File: src/compare_timer_pkg.sv
package compare_timer_pkg;

    // ==========================================
    // register byte addresses
    localparam logic [15:0] ADDR_MODE_CTRL = 16'hFFB6;
    localparam logic [15:0] ADDR_FLAGS_CTRL = 16'hFFB7;
    localparam logic [15:0] ADDR_CNT_HIGH = 16'hFFB8;
    localparam logic [15:0] ADDR_CNT_LOW = 16'hFFB9;
    localparam logic [15:0] ADDR_CMP_HIGH = 16'hFFBA;
    localparam logic [15:0] ADDR_CMP_LOW = 16'hFFBB;
    localparam logic [15:0] ADDR_CLK_STOP = 16'hFFFA;

    // ==========================================
    // reset values
    localparam logic [7:0] MODE_CTRL_RESET = 8'h00;
    localparam logic [7:0] FLAGS_RESET = 8'h00;
    localparam logic [7:0] CNT_RESET = 8'h00;
    localparam logic [7:0] CMP_RESET = 8'hFF;
    localparam logic [7:0] CLK_STOP_RESET = 8'hFF;
    localparam logic [7:0] BYTE_ONES = 8'hFF;
    localparam logic [15:0] WIDE_ONES = 16'hFFFF;

    // ==========================================
    // flag/control register bit positions
    localparam int FLAG_OVF_H = 7;
    localparam int FLAG_CMF_H = 6;
    localparam int FLAG_OVIE_H = 5;
    localparam int FLAG_CCLR_H = 4;
    localparam int FLAG_OVF_L = 3;
    localparam int FLAG_CMF_L = 2;
    localparam int FLAG_OVIE_L = 1;
    localparam int FLAG_CCLR_L = 0;
    // position of this timer's run bit in the clock stop register
    localparam int CLK_STOP_BIT = 2;

    // ==========================================
    // clock select codes
    localparam logic [2:0] SEL_EVENT = 3'h0;
    localparam logic [2:0] SEL_DIV32 = 3'h4;
    localparam logic [2:0] SEL_DIV16 = 3'h5;
    localparam logic [2:0] SEL_DIV4 = 3'h6;
    localparam logic [2:0] SEL_SUB4 = 3'h7;

    // ==========================================
    // prescaler terminal counts
    localparam logic [4:0] DIV32_LAST = 5'h1F;
    localparam logic [3:0] DIV16_LAST = 4'hF;
    localparam logic [1:0] DIV4_LAST = 2'h3;

    typedef struct packed {
        logic high_output_level;
        logic [2:0] high_sel;
        logic low_output_level;
        logic [2:0] low_sel;
    } mode_ctrl_t;

endpackage : compare_timer_pkg

File: src/dual_mode_compare_timer.sv
// Decided for this implementation: the strobed register port.
`timescale 1ns/10ps
`default_nettype none

// Function
// - wide counter is high byte counter over low byte counter
// - high select top bit 0: one 16-bit counter clocked by low select
// - high select top bit 1: two independent 8-bit counters, own selects
// - 16-bit mode: whole counter clears on match when high clear enable set
// - 16-bit wrap sets high overflow flag; request if overflow enable set
// - 8-bit wrap sets that half's overflow flag; request gated by its enable
// - 8-bit mode: each half clears on own match under its clear enable
// - both compare bytes reset to all ones
// - both counter bytes reset to zero
// - 16-bit compare match sets high match flag and high request together
// - 8-bit match sets that half's match flag and request
// - 16-bit mode: high toggle pin driven by matches, level from control bit
// - 8-bit mode: each toggle pin driven by own match and own level bit
// - writing high output level updates high pin right after the write
// - write-only mode control layout: level, select, level, select; resets zero
// - 16-bit mode wide transfers go through a temporary byte
// - four internal taps: /32, /16, /4, sub/4; low may count event pin
// - 16-bit mode: high counter advances on low counter overflow
// - in low power modes only sub clock /4 keeps counting
// - module standby bit stops the timer
// - flags clear by reading 1 then writing 0; writing 1 does nothing
// - low select: 000 event, 011 prohibited, 1xx /32 /16 /4 sub/4
module dual_mode_compare_timer
    import compare_timer_pkg::*;
(
    input wire logic clk_i, // 200 MHz system clock
    input wire logic reset_i, // synchronous, active high
    input wire logic [15:0] addr_i, // register byte address
    input wire logic [7:0] wdata_i, // write data
    input wire logic wr_i, // write strobe
    input wire logic rd_i, // read strobe
    output logic [7:0] rdata_o, // read data, cycle after rd_i
    input wire logic event_pin_i, // external event pin, async
    input wire logic event_rising_i, // 1 rising, 0 falling edge counted
    input wire logic sub_clk_i, // sub clock, async
    input wire logic low_power_i, // watch, subactive or subsleep
    output logic high_toggle_o, // high toggle pin
    output logic low_toggle_o, // low toggle pin
    output logic high_irq_set_o, // pulse: set high request flag
    output logic low_irq_set_o // pulse: set low request flag
);

    // ==========================================
    // registers
    mode_ctrl_t ctrl_r;
    logic [7:0] flags_r;
    logic [7:0] armed_r;
    logic [7:0] cnt_hi_r;
    logic [7:0] cnt_lo_r;
    logic [7:0] cmp_hi_r;
    logic [7:0] cmp_lo_r;
    logic [7:0] temp_r;
    logic [7:0] clk_stop_r;
    logic [7:0] rdata_r;
    logic high_toggle_r;
    logic low_toggle_r;
    logic high_irq_r;
    logic low_irq_r;
    logic eq_hi_prev_r;
    logic eq_lo_prev_r;
    logic [4:0] pre_r;
    logic [1:0] sub_div_r;
    logic event_meta_r;
    logic event_sync_r;
    logic event_old_r;
    logic sub_meta_r;
    logic sub_sync_r;
    logic sub_old_r;

    // ==========================================
    // decode
    logic wide;
    logic run;
    logic wr_ctrl;
    logic wr_flags;
    logic wr_cnt_hi;
    logic wr_cnt_lo;
    logic wr_cmp_hi;
    logic wr_cmp_lo;
    logic rd_flags;

    assign wide = !ctrl_r.high_sel[2];
    assign run = clk_stop_r[CLK_STOP_BIT];
    assign wr_ctrl = wr_i && (addr_i == ADDR_MODE_CTRL);
    assign wr_flags = wr_i && (addr_i == ADDR_FLAGS_CTRL);
    assign wr_cnt_hi = wr_i && (addr_i == ADDR_CNT_HIGH);
    assign wr_cnt_lo = wr_i && (addr_i == ADDR_CNT_LOW);
    assign wr_cmp_hi = wr_i && (addr_i == ADDR_CMP_HIGH);
    assign wr_cmp_lo = wr_i && (addr_i == ADDR_CMP_LOW);
    assign rd_flags = rd_i && (addr_i == ADDR_FLAGS_CTRL);

    // ==========================================
    // pin synchronisers
    always_ff @(posedge clk_i) begin
        if (reset_i) begin
            event_meta_r <= 1'b0;
            event_sync_r <= 1'b0;
            event_old_r <= 1'b0;
        end else begin
            event_meta_r <= event_pin_i;
            event_sync_r <= event_meta_r;
            event_old_r <= event_sync_r;
        end
    end

    always_ff @(posedge clk_i) begin
        if (reset_i) begin
            sub_meta_r <= 1'b0;
            sub_sync_r <= 1'b0;
            sub_old_r <= 1'b0;
        end else begin
            sub_meta_r <= sub_clk_i;
            sub_sync_r <= sub_meta_r;
            sub_old_r <= sub_sync_r;
        end
    end

    logic event_edge;
    logic sub_rise;

    assign event_edge = event_rising_i ? (event_sync_r && !event_old_r)
                                       : (!event_sync_r && event_old_r);
    assign sub_rise = sub_sync_r && !sub_old_r;

    // ==========================================
    // prescalers
    // free running: tap phase is not reset by a select change
    always_ff @(posedge clk_i) begin
        if (reset_i) begin
            pre_r <= 5'h00;
        end else begin
            pre_r <= pre_r + 5'h01;
        end
    end

    always_ff @(posedge clk_i) begin
        if (reset_i) begin
            sub_div_r <= 2'h0;
        end else if (sub_rise) begin
            sub_div_r <= sub_div_r + 2'h1;
        end
    end

    logic tick32;
    logic tick16;
    logic tick4;
    logic tick_sub;

    assign tick32 = (pre_r == DIV32_LAST);
    assign tick16 = (pre_r[3:0] == DIV16_LAST);
    assign tick4 = (pre_r[1:0] == DIV4_LAST);
    assign tick_sub = sub_rise && (sub_div_r == DIV4_LAST);

    // ==========================================
    // clock selection
    function automatic logic sel_tick(input logic [2:0] sel, input logic allow_event,
                                      input logic ev, input logic t32, input logic t16,
                                      input logic t4, input logic ts, input logic lp);
        logic t;
        t = 1'b0;
        case (sel)
            SEL_EVENT: t = allow_event && ev;
            SEL_DIV32: t = t32;
            SEL_DIV16: t = t16;
            SEL_DIV4: t = t4;
            SEL_SUB4: t = ts;
            default: t = 1'b0;
        endcase
        if (lp && (sel != SEL_SUB4)) begin
            t = 1'b0;
        end
        return t;
    endfunction : sel_tick

    logic lo_tick;
    logic hi_tick8;

    assign lo_tick = run && sel_tick(ctrl_r.low_sel, 1'b1, event_edge, tick32,
                                     tick16, tick4, tick_sub, low_power_i);
    assign hi_tick8 = run && sel_tick(ctrl_r.high_sel, 1'b0, event_edge, tick32,
                                      tick16, tick4, tick_sub, low_power_i);

    // ==========================================
    // compare
    logic eq_hi;
    logic eq_lo;
    logic match_hi_ev;
    logic match_lo_ev;

    assign eq_hi = wide ? ({cnt_hi_r, cnt_lo_r} == {cmp_hi_r, cmp_lo_r})
                        : (cnt_hi_r == cmp_hi_r);
    assign eq_lo = !wide && (cnt_lo_r == cmp_lo_r);
    // event on entering equality, so a held match counts once
    assign match_hi_ev = eq_hi && !eq_hi_prev_r;
    assign match_lo_ev = eq_lo && !eq_lo_prev_r;

    always_ff @(posedge clk_i) begin
        if (reset_i) begin
            eq_hi_prev_r <= 1'b0;
            eq_lo_prev_r <= 1'b0;
        end else begin
            eq_hi_prev_r <= eq_hi;
            eq_lo_prev_r <= eq_lo;
        end
    end

    // ==========================================
    // counting
    logic lo_clr;
    logic hi_clr8;
    logic hi_tick;
    logic ovf_hi_ev;
    logic ovf_lo_ev;

    assign lo_clr = wide ? (eq_hi && flags_r[FLAG_CCLR_H])
                         : (eq_lo && flags_r[FLAG_CCLR_L]);
    assign hi_clr8 = eq_hi && flags_r[FLAG_CCLR_H];
    assign hi_tick = wide ? (lo_tick && (cnt_lo_r == BYTE_ONES) && !lo_clr)
                          : hi_tick8;
    assign ovf_hi_ev = wide
        ? (lo_tick && ({cnt_hi_r, cnt_lo_r} == WIDE_ONES) && !lo_clr)
        : (hi_tick8 && (cnt_hi_r == BYTE_ONES) && !hi_clr8);
    assign ovf_lo_ev = !wide && lo_tick && (cnt_lo_r == BYTE_ONES) && !lo_clr;

    always_ff @(posedge clk_i) begin
        if (reset_i) begin
            cnt_lo_r <= CNT_RESET;
        end else if (wr_cnt_lo) begin
            cnt_lo_r <= wdata_i;
        end else if (lo_tick) begin
            cnt_lo_r <= lo_clr ? CNT_RESET : cnt_lo_r + 8'h01;
        end
    end

    always_ff @(posedge clk_i) begin
        if (reset_i) begin
            cnt_hi_r <= CNT_RESET;
        end else if (wr_cnt_lo && wide) begin
            cnt_hi_r <= temp_r;
        end else if (wr_cnt_hi && !wide) begin
            cnt_hi_r <= wdata_i;
        end else if (wide && lo_tick && lo_clr) begin
            cnt_hi_r <= CNT_RESET;
        end else if (hi_tick) begin
            cnt_hi_r <= (!wide && hi_clr8) ? CNT_RESET : cnt_hi_r + 8'h01;
        end
    end

    // ==========================================
    // compare bytes
    always_ff @(posedge clk_i) begin
        if (reset_i) begin
            cmp_lo_r <= CMP_RESET;
        end else if (wr_cmp_lo) begin
            cmp_lo_r <= wdata_i;
        end
    end

    always_ff @(posedge clk_i) begin
        if (reset_i) begin
            cmp_hi_r <= CMP_RESET;
        end else if (wr_cmp_lo && wide) begin
            cmp_hi_r <= temp_r;
        end else if (wr_cmp_hi && !wide) begin
            cmp_hi_r <= wdata_i;
        end
    end

    // ==========================================
    // temporary byte
    // high byte first on write, high byte first on read
    always_ff @(posedge clk_i) begin
        if (reset_i) begin
            temp_r <= 8'h00;
        end else if (wide && (wr_cnt_hi || wr_cmp_hi)) begin
            temp_r <= wdata_i;
        end else if (wide && rd_i && (addr_i == ADDR_CNT_HIGH)) begin
            temp_r <= cnt_lo_r;
        end else if (wide && rd_i && (addr_i == ADDR_CMP_HIGH)) begin
            temp_r <= cmp_lo_r;
        end
    end

    // ==========================================
    // mode control and standby
    always_ff @(posedge clk_i) begin
        if (reset_i) begin
            ctrl_r <= mode_ctrl_t'(MODE_CTRL_RESET);
        end else if (wr_ctrl) begin
            ctrl_r <= mode_ctrl_t'(wdata_i);
        end
    end

    always_ff @(posedge clk_i) begin
        if (reset_i) begin
            clk_stop_r <= CLK_STOP_RESET;
        end else if (wr_i && (addr_i == ADDR_CLK_STOP)) begin
            clk_stop_r <= wdata_i;
        end
    end

    // ==========================================
    // flags and enables
    logic [7:0] set_ev;

    always_comb begin
        set_ev = 8'h00;
        set_ev[FLAG_OVF_H] = ovf_hi_ev;
        set_ev[FLAG_CMF_H] = match_hi_ev;
        set_ev[FLAG_OVF_L] = ovf_lo_ev;
        set_ev[FLAG_CMF_L] = match_lo_ev;
    end

    // a flag may only be cleared after it was seen as 1
    always_ff @(posedge clk_i) begin
        if (reset_i) begin
            armed_r <= 8'h00;
        end else if (rd_flags) begin
            armed_r <= flags_r;
        end else if (wr_flags) begin
            armed_r <= 8'h00;
        end
    end

    always_ff @(posedge clk_i) begin
        if (reset_i) begin
            flags_r <= FLAGS_RESET;
        end else begin
            for (int i = 0; i < 8; i++) begin
                if (set_ev[i]) begin
                    flags_r[i] <= 1'b1; // set wins over clear
                end else if (wr_flags) begin
                    if ((i == FLAG_OVF_H) || (i == FLAG_CMF_H) ||
                        (i == FLAG_OVF_L) || (i == FLAG_CMF_L)) begin
                        if (!wdata_i[i] && armed_r[i]) begin
                            flags_r[i] <= 1'b0;
                        end
                    end else begin
                        flags_r[i] <= wdata_i[i];
                    end
                end
            end
        end
    end

    // ==========================================
    // request pulses to the interrupt controller
    always_ff @(posedge clk_i) begin
        if (reset_i) begin
            high_irq_r <= 1'b0;
            low_irq_r <= 1'b0;
        end else begin
            high_irq_r <= match_hi_ev || (ovf_hi_ev && flags_r[FLAG_OVIE_H]);
            low_irq_r <= match_lo_ev || (ovf_lo_ev && flags_r[FLAG_OVIE_L]);
        end
    end

    // ==========================================
    // toggle outputs
    always_ff @(posedge clk_i) begin
        if (reset_i) begin
            high_toggle_r <= 1'b0;
        end else if (wr_ctrl) begin
            high_toggle_r <= wdata_i[7];
        end else if (match_hi_ev) begin
            high_toggle_r <= !high_toggle_r;
        end
    end

    // in 16-bit mode the low pin just holds its level
    always_ff @(posedge clk_i) begin
        if (reset_i) begin
            low_toggle_r <= 1'b0;
        end else if (wr_ctrl) begin
            low_toggle_r <= wdata_i[3];
        end else if (match_lo_ev) begin
            low_toggle_r <= !low_toggle_r;
        end
    end

    // ==========================================
    // read port
    always_ff @(posedge clk_i) begin
        if (reset_i) begin
            rdata_r <= 8'h00;
        end else if (rd_i) begin
            case (addr_i)
                ADDR_FLAGS_CTRL: rdata_r <= flags_r;
                ADDR_CNT_HIGH: rdata_r <= cnt_hi_r;
                ADDR_CNT_LOW: rdata_r <= wide ? temp_r : cnt_lo_r;
                ADDR_CMP_HIGH: rdata_r <= cmp_hi_r;
                ADDR_CMP_LOW: rdata_r <= wide ? temp_r : cmp_lo_r;
                ADDR_CLK_STOP: rdata_r <= clk_stop_r;
                default: rdata_r <= 8'h00;
            endcase
        end else begin
            rdata_r <= 8'h00;
        end
    end

    assign rdata_o = rdata_r;
    assign high_toggle_o = high_toggle_r;
    assign low_toggle_o = low_toggle_r;
    assign high_irq_set_o = high_irq_r;
    assign low_irq_set_o = low_irq_r;

endmodule : dual_mode_compare_timer

`default_nettype wire

File: config.mk
export PLATFORM = sky130hd
export DESIGN_NAME = dual_mode_compare_timer
export DESIGN_NICKNAME = d
export VERILOG_FILES = /design/src/compare_timer_pkg.sv /design/src/dual_mode_compare_timer.sv
export SDC_FILE = /design/constraint.sdc
export NUM_CORES = 1
export LEC_CHECK = 0
export ABC_AREA = 0
export BUFFER_PORTS_ARGS = -buffer_cell sky130_fd_sc_hd__buf_4
export CAP_MARGIN = 40
export CORE_ASPECT_RATIO = 0.9
export CORE_MARGIN = 1
export CORE_UTILIZATION = 45
export DETAILED_ROUTE_END_ITERATION = 7
export SLEW_MARGIN = 20
export SYNTH_ARGS = -nofsm -noshare
export SYNTH_HDL_FRONTEND = slang
export SYNTH_SLANG_ARGS = --single-unit
File: constraint.sdc
create_clock -name clk_i -period 2.6 [get_ports clk_i]
set_input_delay 0.26 -clock clk_i [delete_from_list [all_inputs] [get_ports clk_i]]
set_output_delay 0.26 -clock clk_i [all_outputs]
set_load 0.03 [all_outputs]
; Yosys cells after proc, flatten, opt, wreduce, memory -nomap -nowiden
; Index checks and enable logic that the tools add are counted.
; W data, S select, Z words.
[op_classes]
shift = 0
n_lt_le_gt_ge = 0
add_sub_neg = 4
eq_ne = 27
n_reduce_logical = 85
mul = 0
bitwise_logic = 1
mux = 43
div = 0
[ops]
columns = operator, n
row1 = $mux W8, 17
row2 = $eq A16 B16 Y1 const B, 8
row3 = $pmux W8 S6, 1
row4 = $logic_and A1 B1 Y1, 47
row5 = $reduce_bool A2 Y1, 13
row6 = $eq A3 B3 Y1 const B, 8
row7 = $mux W1, 23
row8 = $add A8 B1 Y8 const B, 2
row9 = $eq A16 B16 Y1, 1
row10 = $eq A8 B8 Y1, 2
row11 = $eq A8 B8 Y1 const B, 2
row12 = $logic_not A1 Y1, 14
row13 = $reduce_and A2 Y1, 4
row14 = $ne A3 B3 Y1 const B, 2
row15 = $add A5 B1 Y5 const B, 1
row16 = $eq A5 B5 Y1 const B, 1
row17 = $pmux W1 S5, 1
row18 = $eq A2 B2 Y1 const B, 2
row19 = $eq A4 B4 Y1 const B, 1
row20 = $pmux W1 S4, 1
row21 = $reduce_bool A4 Y1, 1
row22 = $logic_not A3 Y1, 1
row23 = $logic_or A1 B1 Y1, 3
row24 = $reduce_bool A3 Y1, 1
row25 = 3 further kinds, 3
[totals]
regBits = 97
rom_bits = 0
output_inout_bits = 12
inputBits = 32
n_memories = 0
ram_bits = 0
latchBits = 0
wordCells = 189

; Depth between registers and ports, before layout
[logic_depth]
depth_word = 13
ltp_mapped = 12
mapped_depth_nobuf = 11

; Worst setup path before layout
; No wires, ideal clock.
[synth_path]
kind = reg2reg
from = register pre_r[0]
to = register cnt_lo_r[1]
t_required_ns = 2.472
arrival_time_ns = 2.137
slack_ns = 0.335
n_path_buf = 1
path_stages_with_launch = 13
synth_period_minus_slack_ns = 2.265
setup_time_ns = 0.128
cell_sequence = dfxtp_1 ha_1 inv_1 nor2_1 ha_1 nor2_1 a21oi_1 o21ai_0 or2_0 clkbuf_1 nor2_2 a221oi_1 nor3_1
[synth_via]
elab_chain_cells = 5
word_cells_on_any_way = 7
classes_between = eq/ne (3) / mux (2) / reduce/logical (2)
[synth_rtl]
columns = element, line_no
row1 = "start, declared", dual_mode_compare_timer.sv:66  ; logic [4:0] pre_r;
row2 = "start signal, assigned", dual_mode_compare_timer.sv:137  ; pre_r <= pre_r + 5'h01;
row3 = "$eq A5 B5 Y1, or another cell as far along", dual_mode_compare_timer.sv:154  ; assign tick32 = (pre_r == DIV32_LAST);
row4 = $pmux W1 S5 *, dual_mode_compare_timer.sv:166  ; case (sel)
row5 = $mux W1 *, dual_mode_compare_timer.sv:174  ; if (lp && (sel != SEL_SUB4)) begin
row6 = $logic_and A1 B1 Y1 *, dual_mode_compare_timer.sv:183  ; assign lo_tick = run && sel_tick(ctrl_r.low_sel, 1'b1, event_edge, tick32,
row7 = $reduce_bool A2 Y1 (no source line) *, -
row8 = "end signal, assigned", dual_mode_compare_timer.sv:234  ; cnt_lo_r <= wdata_i;
row9 = "end signal, assigned", dual_mode_compare_timer.sv:236  ; cnt_lo_r <= lo_clr ? CNT_RESET : cnt_lo_r + 8'h01;
row10 = "end, declared", dual_mode_compare_timer.sv:54  ; logic [7:0] cnt_lo_r;
; Every way passes the cells marked *; elsewhere a longest branch is shown, timed or not.
; A chain may end at the register's enable or synchronous reset.

; Worst setup path after layout
[layout_path]
from = register cnt_hi_r[4]
to = register cnt_hi_r[7]
[layout_via]
elab_chain_cells = 9
word_cells_on_any_way = 17
classes_between = add/sub (1) / eq/ne (2) / mux (8) / reduce/logical (6)
[layout_rtl]
columns = element, line_no
row1 = "start, declared", dual_mode_compare_timer.sv:53  ; logic [7:0] cnt_hi_r;
row2 = "start signal, assigned", dual_mode_compare_timer.sv:244  ; cnt_hi_r <= temp_r;
row3 = "start signal, assigned", dual_mode_compare_timer.sv:246  ; cnt_hi_r <= wdata_i;
row4 = "start signal, assigned", dual_mode_compare_timer.sv:250  ; cnt_hi_r <= (!wide && hi_clr8) ? CNT_RESET : cnt_hi_r + 8'h01;
row5 = "parallel branches: the longest is 9 deep, another holds $add A8 B1 Y8", -
; Several ways; the timed one is not identified. The select of a mux whose other input is x is not followed.

==> impl_metrics.toml <==
[outcome]
status = "completed"

[worst_setup_path]
reg2reg_depth = 7
timing.rr.end = "cnt_hi_r[7]$_SDFFE_PP0P_"
arrival_ns = 2.69
cp-start-kind = "flop"
cp.required_ns = 2.85
worstPathMaxFanout = 4
reg2reg_from = "cnt_hi_r[4]$_SDFFE_PP0P_"
crit_path_end_kind = "flop"
reg2reg_slack_ns = 0.17
critPathKind = "flop to flop"

[final_layout]
fin_util_pct = 57.5
fillers = 1044
syn_to_final_growth_pct = 23.0
drive_gt1_share_pct = 22.4
antenna_cells = 0
post-route-cell-area_um2 = 6300
nets = 712

[logic_synthesis]
ys_ff_latch = 93
yosys.area.top_type_share_pct = 36.4
syn_nets = 643
avgSynthCellArea_um2 = 8.45
synth_edf_count = 0
syn-cell-area_um2 = 5120
synth_largest_area_cell = "dfxtp_1"
synth.most_common_cell = "dfxtp_1"
synthTopCellsByArea = "dfxtp_1 36%, a21oi_1 5.4%, mux2i_1 4.7%"
ys.flop_type = "dfxtp_1"
synth.distinct_cells = 68
synth_common_cells = "93 x dfxtp_1, 55 x a21oi_1, 52 x nor2_1"
synth_cells = 606
ys_seq_area_share_pct = 36.4
async_flop_share_pct = 0
yosysWarnings = 0

[timing]
finalHoldViolCount = 0
final.min_clock_period_ns = 2.43
whs_ns = 0.115
slew_headroom_pct = 62.0
skew_ns = 0.00493
fmax_ghz = 0.411
worstMarginPinSlew_ns = 0.563
final-setup-viol-count = 0
period_share_pct = 93.7
slew_viol_final = 0

[placed_design]
dp_hpwl_mm = 13.0
gp_congestion = 1.00
place_area_um2 = 5890
portBuffers = 43

[cts]
path_clk_slew_ns = 0.07
cts_buffers = 9
insertion_delay_ns = 0.35
ctsHtreeMaxLevel = 3
root_buffer = "clkbuf_16"
hold_buffers = 0
clkSinkCount = 93
clockBufferDepth = 2
cts_tree = "built"

[routing]
drt-pass1-iter-count = 6
viasPerCell = 6.03
drtIter0Drc = 464
wl_per_cell_um = 21.0
final_antenna_net_count = 0
routed_wl_mm = 17.5
dr_total_vias = 5016
drc = 0

[pwr]
vdd_drop_max_mv = 0.478
p_leak_nw = 2.35
power_density_nw_per_um2 = 472

[floorplan]
start_util_pct = 46.8
die_area_um2 = 11800
core.rowCount = 36
die_h_um = 103
dieWidth_um = 114
num_io_pins = 44
core-area_um2 = 10900

[run]
maxCapViolations = 0

[min_path]
hold_path_depth = 2
hp-class = "primary input to flop"
hp-start = "event_pin_i"
hold_end = "event_meta_r$_SDFF_PP0_"

[global_route]
antenna_found_initial = 0
grt_usage_pct = 30.5
grt_start_max_net_pins = 66
grt_pass1_wl_mm = 26.5
grt_pass1_vias = 4625
grt-ovfl-total = 0
per-stage QoR:
step	setup TNS (ns)	power [mW]	instances	setup slack (ns)
3_5_place_dp	-0.396	1.64	813	-0.183
2_1_floorplan	0	1.55	606	0.335
4_1_cts	0	2.99	829	0.00599
5_1_grt	-0.00265	3.05	832	-0.00265
6_report	0	2.97	832	0.165
3_3_place_gp	-0.0225	1.64	813	-0.0225
worst max-delay path by stage:
| stage | start | endpoint | slack, ns | depth (start not counted) |
|---|---|---|---|---|
| 3_5_place_dp | pre_r[0]$_SDFF_PP0_ | cnt_hi_r[6]$_SDFFE_PP0P_ | -0.18 | 12 |
| 5_1_grt | pre_r[0]$_SDFF_PP0_ | cnt_hi_r[0]$_SDFFE_PP0P_ | -0.003 | 13 |
| 2_1_floorplan | pre_r[0]$_SDFF_PP0_ | cnt_lo_r[1]$_SDFFE_PP0P_ | 0.33 | 12 |
| 6_report | cnt_hi_r[4]$_SDFFE_PP0P_ | cnt_hi_r[7]$_SDFFE_PP0P_ | 0.17 | 7 |
| 3_3_place_gp | pre_r[0]$_SDFF_PP0_ | cnt_hi_r[6]$_SDFFE_PP0P_ | -0.02 | 12 |
| 4_1_cts | pre_r[0]$_SDFF_PP0_ | cnt_hi_r[6]$_SDFFE_PP0P_ | 0.006 | 12 |
worst max-delay path, cell delays in order, from the launching register on:
cell and delay (ns):
dfxtp_1 0.47, inv_1 0.11, or3_1 0.41, or3_1 0.38, or4b_1 0.48, o32ai_1 0.14, a21oi_1 0.09, o32ai_1 0.27
cells by family after synthesis:
group | count (synthesis) | synth area share (%)
buffers and inverters | 58 | 4.37
adder cells (fa/ha/maj) | 5 | 1.22
XOR/XNOR | 24 | 4.11
AO/OA/AOI/OAI | 167 | 21.7
multiplexers | 37 | 7.55
AND/OR/NAND/NOR | 222 | 24.7
flip-flops | 93 | 36.4
layout make-up:
cell class / count / area [um2] / area share, %
Multi-Input combinational cell: 456 / 3130 / 49.7
Sequential cell: 93 / 1860 / 29.6
Timing Repair Buffer: 99 / 756 / 12.0
Clock buffer: 9 / 225 / 3.58
Tap cell: 152 / 190 / 3.02
Clock inverter: 7 / 73.8 / 1.17
Inverter: 16 / 60.1 / 0.954
layer usage:
| layer | track usage (%) | share of wire, % |
|---|---|---|
| met5 | 0 | 0 |
| met4 | 15.2 | 4.3 |
| met3 | 7.34 | 7.6 |
| met2 | 46.5 | 42 |
| met1 | 40.7 | 46 |
timing repair:
action,in CTS,in global routing
gates resized for setup,1,17
setup buffers,0,2
endpoints found under the hold margin,0,0
gates cloned,0,1
endpoints found under the setup margin,6,15
pin swaps,0,3
flip-flops by register name, summed over array words and instances (netlist names), 8 cells and up:
name        flops
cmp_hi_r        8
temp_r          8
flags_r         8
cnt_lo_r        8
cmp_lo_r        8
rdata_o         8
cnt_hi_r        8
clk_stop_r      8
cells in the final DEF (no fill, tap or decap), types with 16 or more instances in the layout:
cell,instances
dfxtp_1,91
a21oi_1,54
nor2_1,52
inv_1,16
nor2b_1,21
mux2i_1,24
o21ai_0,19
nand2_1,38
nand3_1,28
buf_4,98
power breakdown:
group          internal [mW]  switching [mW]
logic                 0.0689           0.109
clock network          0.751           0.602
registers               1.43         0.00518
total                   2.25           0.717
Note: power is estimated with default switching activity, not from simulation.
